## config.mk

```make
export PLATFORM = sky130hd
export DESIGN_NAME = slave_register_access_port
export DESIGN_NICKNAME = d
export VERILOG_FILES = /design/src/slave_port_pkg.sv /design/src/access_sync_if.sv /design/src/select_synchronizer.sv /design/src/slave_register_access_port.sv
export VERILOG_INCLUDE_DIRS = /design/src
export SDC_FILE = /design/constraint.sdc
export NUM_CORES = 1
export LEC_CHECK = 0
export ABC_AREA = 1
export CORE_ASPECT_RATIO = 1.25
export CORE_MARGIN = 10
export CORE_UTILIZATION = 56
export CTS_CLUSTER_DIAMETER = 40
export DETAILED_ROUTE_END_ITERATION = 10
export DONT_BUFFER_PORTS = 1
export GPL_TIMING_DRIVEN = 0
export MAX_ROUTING_LAYER = met4
export PLACE_DENSITY = 0.75
export SETUP_SLACK_MARGIN = 0.5
export SKIP_LAST_GASP = 1
export SLEW_MARGIN = 40
export SYNTH_ARGS = -nofsm -noshare
export SYNTH_HDL_FRONTEND = slang
export SYNTH_SLANG_ARGS = --single-unit
```

## constraint.sdc

```tcl
create_clock -name sys_clk -period 1.49 [get_ports sys_clk]
set_input_delay 0.2235 -clock sys_clk [delete_from_list [all_inputs] [get_ports sys_clk]]
set_output_delay 0.2235 -clock sys_clk [all_outputs]
set_load 0.1 [all_outputs]
```

## src/slave_port_defines.svh

```systemverilog
`ifndef SLAVE_PORT_DEFINES_SVH
`define SLAVE_PORT_DEFINES_SVH

// Bus clock period in ns
`define BUS_CLK_PERIOD_NS 10
// Acknowledge delay after sampling edge, in bus clocks
`define ACK_DELAY_IDLE 1
`define ACK_DELAY_MASTER 5
// Least bus clocks from slave ack low to size ack low on a write
`define WRITE_SIZE_ACK_GAP 2
// Size ack driven high before release, in bus clocks (half rounded up)
`define SIZE_ACK_HIGH_CYCLES 1
// Widths
`define DATA_WIDTH 16
`define ADDR_WIDTH 6
`define DELAY_CNT_WIDTH 8

`endif

```

## src/slave_port_pkg.sv

```systemverilog
package slave_port_pkg;
  `include "slave_port_defines.svh"

  typedef enum logic [2:0] {
    ST_IDLE,
    ST_WAIT_ACK,
    ST_ACKED,
    ST_SIZE_ACK,
    ST_SIZE_HIGH
  } access_state_e;

  typedef logic [`DATA_WIDTH-1:0] data_t;
  typedef logic [`ADDR_WIDTH-1:0] addr_t;
  typedef logic [`DELAY_CNT_WIDTH-1:0] count_t;
endpackage : slave_port_pkg

```

## src/access_sync_if.sv

```systemverilog
`timescale 1ns/100ps
interface access_sync_if;
  logic selectRaw;
  logic selectSync;
  modport src (output selectRaw, input selectSync);
  modport sync (input selectRaw, output selectSync);
endinterface : access_sync_if

```

## src/select_synchronizer.sv

```systemverilog
`timescale 1ns/100ps
module select_synchronizer (
  // Clock and reset
  input wire logic sys_clk,
  input wire logic reset_n,
  // Select path
  access_sync_if.sync syncPort
);
  import slave_port_pkg::*;

  typedef struct packed {
    logic stage1;
    logic stage2;
  } sync_s;

  sync_s state_ff;
  sync_s nxt_state;

  // ----------------------------------------
  // Two-stage capture
  // ----------------------------------------
  always_comb begin
    nxt_state = state_ff;
    // two flip-flop sync
    nxt_state.stage1 = syncPort.selectRaw;
    nxt_state.stage2 = state_ff.stage1;
    if (!reset_n) begin
      nxt_state = '{stage1: 1'b1, stage2: 1'b1};
    end
  end

  always_ff @(posedge sys_clk) begin
    state_ff <= nxt_state;
  end

  assign syncPort.selectSync = state_ff.stage2;
endmodule : select_synchronizer

```

## src/slave_register_access_port.sv

```systemverilog
// What this block does and what the host must do
// Chip select passes a two-flop synchroniser.
// Ack 1 clock idle, 5 when master.
// Each master wait state adds one clock.
// Memory request or select raises ack.
// Write size ack at least 2 after ack.
// Size ack high one clock, then released.
// Select release ends access like strobe.
// Host lowers strobe no later than select.
// Host raises strobe within 1 clock.
// Host keeps select high at least 1 clock.
// Select ack held only while strobe low.
// Data bus driven only on selected reads.
`timescale 1ns/100ps
`include "slave_port_defines.svh"
module slave_register_access_port (
  // Clock and reset
  input wire logic sys_clk,
  input wire logic reset_n,
  // Host pins
  input wire logic chip_select_n,
  input wire logic slave_addr_strobe_n,
  input wire logic slave_read_not_write,
  input wire logic shared_mem_request_n,
  input wire slave_port_pkg::addr_t reg_addr,
  input wire slave_port_pkg::data_t reg_data_in,
  output logic slave_access_ack_n,
  output logic size_ack_n,
  output logic size_ack_oe,
  output slave_port_pkg::data_t reg_data_out,
  output logic reg_data_oe,
  // Device core
  input wire logic bus_master_active,
  input wire logic master_wait_state,
  input wire slave_port_pkg::data_t core_read_data,
  output slave_port_pkg::addr_t core_addr,
  output slave_port_pkg::data_t core_write_data,
  output logic core_write_strobe,
  output logic core_read_strobe
);
  import slave_port_pkg::*;

  typedef struct packed {
    access_state_e state;
    count_t delay;
    logic [1:0] gap;
    logic isRead;
    logic strobeS1;
    logic strobeS2;
    logic memReqS1;
    logic memReqS2;
    logic rwS1;
    logic rwS2;
    addr_t addrS1;
    addr_t addrS2;
    data_t dataS1;
    data_t dataS2;
    logic ackN;
    logic sizeAckN;
    logic sizeAckOe;
    logic dataOe;
    data_t dataOut;
    addr_t addr;
    data_t wrData;
    logic wrStrobe;
    logic rdStrobe;
  } port_s;

  port_s st_ff;
  port_s nxt_st;
  logic selSync;
  logic selActive;
  logic strobeLow;
  logic memReq;

  access_sync_if syncBus ();
  assign syncBus.selectRaw = chip_select_n;

  // ----------------------------------------
  // Select synchroniser
  // ----------------------------------------
  // select sampled on sys_clk through two flip-flops
  select_synchronizer uSync (
    .sys_clk(sys_clk),
    .reset_n(reset_n),
    .syncPort(syncBus)
  );
  assign selSync = syncBus.selectSync;

  function automatic count_t ackDelay(input logic master);
    ackDelay = master ? count_t'(`ACK_DELAY_MASTER) : count_t'(`ACK_DELAY_IDLE);
  endfunction : ackDelay

  assign strobeLow = !st_ff.strobeS2;
  assign memReq = !st_ff.memReqS2;
  // select release ends access too
  assign selActive = !selSync && strobeLow;

  // ----------------------------------------
  // Access sequencer
  // ----------------------------------------
  always_comb begin
    nxt_st = st_ff;
    nxt_st.strobeS1 = slave_addr_strobe_n;
    nxt_st.strobeS2 = st_ff.strobeS1;
    nxt_st.memReqS1 = shared_mem_request_n;
    nxt_st.memReqS2 = st_ff.memReqS1;
    nxt_st.rwS1 = slave_read_not_write;
    nxt_st.rwS2 = st_ff.rwS1;
    // Words stand still while strobe is low, so a plain copy is safe
    nxt_st.addrS1 = reg_addr;
    nxt_st.addrS2 = st_ff.addrS1;
    nxt_st.dataS1 = reg_data_in;
    nxt_st.dataS2 = st_ff.dataS1;
    nxt_st.wrStrobe = 1'b0;
    nxt_st.rdStrobe = 1'b0;
    case (st_ff.state)
      ST_IDLE: begin
        nxt_st.sizeAckOe = 1'b0;
        nxt_st.sizeAckN = 1'b1;
        nxt_st.dataOe = 1'b0;
        // memory request acks directly
        nxt_st.ackN = !memReq;
        if (selActive) begin
          // delay chosen by mastership
          nxt_st.delay = ackDelay(bus_master_active) - count_t'(1);
          nxt_st.isRead = st_ff.rwS2;
          nxt_st.addr = st_ff.addrS2;
          nxt_st.state = ST_WAIT_ACK;
        end
      end
      ST_WAIT_ACK: begin
        if (!selActive) begin
          nxt_st.state = ST_IDLE;
        end else if (bus_master_active && master_wait_state) begin
          // wait states stretch delay
          nxt_st.delay = st_ff.delay;
        end else if (st_ff.delay == count_t'(0)) begin
          // select raises the ack
          nxt_st.ackN = 1'b0;
          nxt_st.gap = 2'(`WRITE_SIZE_ACK_GAP - 1);
          nxt_st.rdStrobe = st_ff.isRead;
          nxt_st.state = ST_ACKED;
        end else begin
          nxt_st.delay = st_ff.delay - count_t'(1);
        end
      end
      ST_ACKED: begin
        if (!selActive) begin
          // ack follows strobe
          nxt_st.ackN = 1'b1;
          nxt_st.state = ST_IDLE;
        end else if (st_ff.gap != 2'h0) begin
          nxt_st.gap = st_ff.gap - 2'h1;
        end else begin
          // size ack after the gap
          nxt_st.sizeAckN = 1'b0;
          nxt_st.sizeAckOe = 1'b1;
          if (st_ff.isRead) begin
            // drive data on read only
            nxt_st.dataOe = 1'b1;
            nxt_st.dataOut = core_read_data;
          end else begin
            nxt_st.wrData = st_ff.dataS2;
            nxt_st.wrStrobe = 1'b1;
          end
          nxt_st.state = ST_SIZE_ACK;
        end
      end
      ST_SIZE_ACK: begin
        if (!selActive) begin
          // drive high before release
          nxt_st.ackN = 1'b1;
          nxt_st.sizeAckN = 1'b1;
          nxt_st.dataOe = 1'b0;
          nxt_st.state = ST_SIZE_HIGH;
        end
      end
      ST_SIZE_HIGH: begin
        nxt_st.sizeAckOe = 1'b0;
        nxt_st.state = ST_IDLE;
      end
      default: begin
        nxt_st.state = ST_IDLE;
      end
    endcase
    if (!reset_n) begin
      nxt_st = '0;
      nxt_st.state = ST_IDLE;
      nxt_st.strobeS1 = 1'b1;
      nxt_st.strobeS2 = 1'b1;
      nxt_st.memReqS1 = 1'b1;
      nxt_st.memReqS2 = 1'b1;
      nxt_st.ackN = 1'b1;
      nxt_st.sizeAckN = 1'b1;
    end
  end

  always_ff @(posedge sys_clk) begin
    st_ff <= nxt_st;
  end

  assign slave_access_ack_n = st_ff.ackN;
  assign size_ack_n = st_ff.sizeAckN;
  assign size_ack_oe = st_ff.sizeAckOe;
  assign reg_data_out = st_ff.dataOut;
  assign reg_data_oe = st_ff.dataOe;
  assign core_addr = st_ff.addr;
  assign core_write_data = st_ff.wrData;
  assign core_write_strobe = st_ff.wrStrobe;
  assign core_read_strobe = st_ff.rdStrobe;

  // ----------------------------------------
  // Checks
  // ----------------------------------------
  AST_IDLE_ACK_DELAY: assert property (@(posedge sys_clk) disable iff (!reset_n)
    (st_ff.state == ST_IDLE && selActive && !bus_master_active) ##1 selActive
      |=> !slave_access_ack_n)
    else $error("ack not one clock after idle select");
  AST_WRITE_GAP: assert property (@(posedge sys_clk) disable iff (!reset_n)
    $fell(size_ack_n) |-> $past(!slave_access_ack_n, 2))
    else $error("size ack too soon after slave ack");
  AST_SIZE_HIGH_RELEASE: assert property (@(posedge sys_clk) disable iff (!reset_n)
    $rose(size_ack_n) |-> size_ack_oe ##1 !size_ack_oe)
    else $error("size ack not driven high then released");
  AST_ACK_FOLLOWS_STROBE: assert property (@(posedge sys_clk) disable iff (!reset_n)
    (st_ff.state inside {ST_ACKED, ST_SIZE_ACK} && !selActive && !memReq)
      |=> slave_access_ack_n)
    else $error("ack held after strobe or select release");
  AST_DATA_ONLY_READ: assert property (@(posedge sys_clk) disable iff (!reset_n)
    reg_data_oe |-> (st_ff.isRead && st_ff.state == ST_SIZE_ACK))
    else $error("data driven outside a read");
  AST_MEM_REQ_ACK: assert property (@(posedge sys_clk) disable iff (!reset_n)
    (st_ff.state == ST_IDLE && memReq) |=> !slave_access_ack_n)
    else $error("memory request not acknowledged");
  AST_MASTER_DELAY: assert property (@(posedge sys_clk) disable iff (!reset_n)
    (st_ff.state == ST_WAIT_ACK && bus_master_active && master_wait_state && selActive)
      |=> slave_access_ack_n)
    else $error("ack during master wait state");
  AST_SELECT_END: assert property (@(posedge sys_clk) disable iff (!reset_n)
    (st_ff.state == ST_SIZE_ACK && !selActive) |=> (size_ack_n && !reg_data_oe))
    else $error("access not ended on select release");
  COV_READ: cover property (@(posedge sys_clk) $rose(reg_data_oe));
  COV_WRITE: cover property (@(posedge sys_clk) core_write_strobe);
  COV_MASTER: cover property (@(posedge sys_clk)
    st_ff.state == ST_WAIT_ACK && bus_master_active);
endmodule : slave_register_access_port

```

; After elaboration in Yosys (flattened, before gate mapping)
; Cells that the tools add are included.
; W data, S select, Z words.
[word_totals]
regBits = 110
input_bits = 46
out_inout_bits = 44
[classes]
reduce_logical = 25
bitwise_logic = 7
n_eq_ne = 18
addsub = 3
mux = 32
[op_table]
columns = cell, count
row1 = $mux W19, 2
row2 = $ne A2 B2 Y1 const B, 11
row3 = $mux W3, 7
row4 = $mux W17, 1
row5 = $mux W8, 2
row6 = $pmux W8 S2, 1
row7 = $reduce_and A5 Y1, 3
row8 = $pmux W3 S4, 1
row9 = $reduce_and A4 Y1, 3
row10 = $reduce_and A6 Y1, 2
row11 = $mux W11, 1
row12 = $mux W10, 1
row13 = $mux W2, 5
row14 = $ne A3 B3 Y1 const B, 3
row15 = $logic_not A8 Y1, 1
row16 = $reduce_bool A2 Y1, 4
row17 = $sub A8 B1 Y8 const B, 1
row18 = $not A1 Y1, 7
row19 = $eq A3 B2 Y1 const B, 2
row20 = $mux W1, 6
row21 = $pmux W1 S3, 2
row22 = $reduce_or A5 Y1, 1
row23 = $pmux W1 S4, 1
row24 = $pmux W2 S2, 1
row25 = other kinds (14), 16

; Longest topological paths before layout
[depth]
word_depth = 5
ltp_mapped = 10
depth_no_buf = 10

; By module
; From an unflattened synthesis, not the netlist that was laid out.
[hier_totals]
hier_cells = 562
hier_area_um2 = 4301.6
[modules_own_cells]
columns = module, n_inst, area_per_inst_um2, cells_per_inst, seq_area_each_um2
row1 = slave_register_access_port, 1, 4246.6, 556, 2162.1
row2 = select_synchronizer, 1, 55.1, 6, 40.0

; Least setup slack after synthesis
; Ideal clock, no wire load.
[synth_timing]
kind = register to register
startpoint = register st_ff[105] (netlist name)
endpoint = register st_ff, in the netlist reg_data_out[10]
setup_time_ps = 116
path_stages_with_launch = 11
arrival_ps = 1310
period_less_slack_ps = 1426
path_slack_ps = 64
n_path_buf = 2
required_time_ps = 1374
path_cell_list = dfxtp_1 -> buf_4 -> clkinv_1 -> nand3_2 -> nor2_4 -> nand2_4 -> nor2_8 -> inv_2 -> buf_6 -> nor2_1 -> nor2_1
[synth_between]
elab_chain_cells = 2
[synth_rtl]
columns = item, line_no
row1 = from (decl), slave_register_access_port.sv:69  ; port_s st_ff;
row2 = from (signal assigned), slave_register_access_port.sv:200  ; st_ff <= nxt_st;
row3 = $eq A3 B2 Y1, slave_register_access_port.sv:117  ; case (st_ff.state)
row4 = $reduce_and A4 Y1 (no line), --
; No other way between the ends.
; A chain may end at the register's enable or synchronous reset.

; Worst setup path in the final report
[layout_timing]
startpoint = register st_ff[107] (netlist name)
endpoint = register st_ff, in the netlist core_write_data[2]
; The elaborated chain is that of the path after synthesis.

==> metrics.csv <==
metric;value;unit
outcome;complete, but fails checks;
failing checks;negative setup slack;
commonest non-fill, non-tap cell in the layout;nand2_1;
fin cells;780;
final hold viol count;0;
main area contributors after synthesis;dfxtp_1, nand2_1, nor2_1, buf_4, inv_1;
multi-input logic area;2090;µm²
Final min period;1.68;ns
CP arrival;1.99;ns
Max VDD drop;1190;µV
Post-Place Cell Area;4530;µm²
first-pass GRT wire length;21500;µm
most frequent cells in the layout;nand2_1, inv_1, nor2_1;
DR vias;4586;
max-slew violations;0;
Power Total;9.01;mW
TritonCTS Buffers;9;
Final Wtd Congestion;0.855;
Die Y;118;µm
sequential cell area;2310;µm²
setup violators final;39;
Die W;98.5;µm
Worst R2R Path Depth;9;
Synth top area share;51.1;%
synthesis-to-finish area growth;61.4;%
Post-Synthesis Cells;561;
# DRC;0;
H-tree levels;3;
hpwl dp;6690;µm
Worst Hold Depth;4;
worst hold path class;in -> reg;
Max-Slew Margin vs Limit;37.0;%
Final ANT Viol Nets;0;
Max clock buf depth;2;
CTS root buffer;clkbuf_8;
drt first pass iters;5;
All-Layer GR Usage;23.4;%
Leak;3.21;nW
crit-path cells;inv_6 > nand3_4 > nor2_4 > buf_6 > nand3_4 > inv_4 > buf_6 > nor2_1 > nor2_1;
CTS tree;built;
drt total wl;18300;µm
DR vias/cell;5.88;
Mean Syn Cell Area;7.68;µm²
final worst setup slack;-0.188;ns
# IOs;90;
Worst Setup End Kind;register;
proportion of layout cells with a drive suffix above 1;47.6;%
Yosys cell types;28;
DP Cell Count;653;
drt initial violations;428;
Max Cap Viol;0;
vias in the first global route;4214;
gr ovfl total;0;
Clock Latency Late Sink;0.39;ns
DIE AREA;11600;µm²
Nets;731;
largest net degree at the start of global routing;21;
Slowest-stage cell, CP;dfxtp_4;
Finished Cell Area;6960;µm²
Ys Warns;0;
Clock Skew;0.0101;ns
Core ar.;7440;µm²
Post-Syn Area;4310;µm²
routed len/inst;23.4;µm
Tightest Pin Transition;0.945;ns
Worst Setup Path Type;reg -> reg;
post-synthesis register bit count;110;
Stages on worst setup path;9;
CTS clk-pin slew, worst paths;0.11;ns
PortBufs;0;
CP max stage delay;0.40;ns
Site Rows;35;
RSZ-0062 raised after global routing;true;
Worst setup SP type;register;
worst-path fanout max;7;
Critical path buffers and inverters;4;
cell family contributing the most delay on the critical path;simple AND/OR/NAND/NOR gates;
sequential area share after synthesis;51.1;%
Max Fclk;0.596;GHz
clk sinks;110;
pwr/cell area;1300;nW/µm²
# fillers;210;
initial antenna violation count;1;
Final period util;113;%
pre-CTS WS;-0.0747;ns
top cell type by total area after synthesis;dfxtp_1;
Required @ worst endpoint;1.80;ns
initial core utilization;57.9;%
Syn Nets;610;
[power breakdown]
group	total, mW	switching (mW)	internal (mW)
registers	3.47	0.338	3.13
logic	3.54	2.06	1.49
clock network	2.00	1.17	0.827
[layer usage]
layer	up-vias	part of all wire [%]	track usage, %
li1	1925	-	-
met1	2170	33	22.0
met5	-	0	-
met3	130	7.8	5.23
met4	0	7.4	11.2
met2	361	51	43.1
[per-stage QoR]
stage          utilization (%)  hold slack [ns]  TNS (ns)
3_3_place_gp              60.8            0.322    -0.257
2_1_floorplan                -            0.321         0
3_5_place_dp              60.8            0.326    -0.555
5_1_grt                   93.4            0.114     -5.29
4_1_cts                   86.0           0.0872         0
6_report                  93.4           0.0634     -3.70
[sequential cells by signal, indices dropped and copies added, names as in the netlist]
signal,count
size_ack_oe,1
core_write_strobe,1
core_read_strobe,1
slave_access_ack_n,1
reg_data_oe,1
core_write_data,16
uSync.syncPort.selectSync,1
core_addr,6
size_ack_n,1
reg_data_out,16
st_ff,64
uSync.state_ff,1
[cell type report]
class                   count  area share (%)
inverters                  74            4.39
plain buffers              55            12.6
flip-flops and latches    110            33.2
repair buffers            109            15.0
clock inverters             6            1.24
clock buffers              10            1.83
multi-input cells         323            30.0
diodes                      1          0.0360
well taps                  92            1.65
[worst min-delay path: stages]
cell and delay, ns:
nand2_1 0.03, nand2_1 0.05, nor2_1 0.04, nor2_1 0.07
[synthesized netlist by cell type]
master	count
clkinv_1	1
buf_6	3
nor2_1	102
o21ai_1	2
nor3_1	2
inv_2	4
o21ai_0	38
nor4_1	1
nand2_2	1
buf_4	39
and2_1	1
nand4_1	4
nor2_4	2
dfxtp_1	110
nand2_4	1
nand3_1	24
or2_2	7
nand2_1	109
nand3b_1	1
clkbuf_1	13
nor2_2	3
ha_1	3
nor2_8	1
nand3_4	1
a21oi_2	1
a21oi_1	16
inv_1	69
nand3_2	2
[repair_timing]
item                       CTS  global route
pin swaps                   37            57
hold buffers                42             0
gates cloned                 4             1
buffers inserted            38            25
setup endpoints to repair  102           102
hold endpoints to repair    42             0
gates resized for setup    256           105
[worst paths after layout]
kind / from / endpoint / slack [ns]
worst max-delay path: st_ff[107] / core_write_data[2] / -0.19
worst min-delay path: bus_master_active / st_ff[99] / 0.06
worst max register to register: st_ff[107] / core_write_data[2] / -0.19
worst min register to register: uSync.state_ff[1] / uSync.syncPort.selectSync / 0.42
[cells by family (layout without fill, tap and decap cells)]
family | Yosys count | after routing | share of synthesized area, %
and+or+nand+nor | 262 | 263 | 26.2
buffers and inverters | 129 | 254 | 15.2
DFF | 110 | 110 | 51.1
AOI/OAI and AO/OA | 57 | 57 | 6.71
adders and majority gates | 3 | 3 | 0.871
other | 0 | 1 | 0
(Power assumes the default switching activity.)
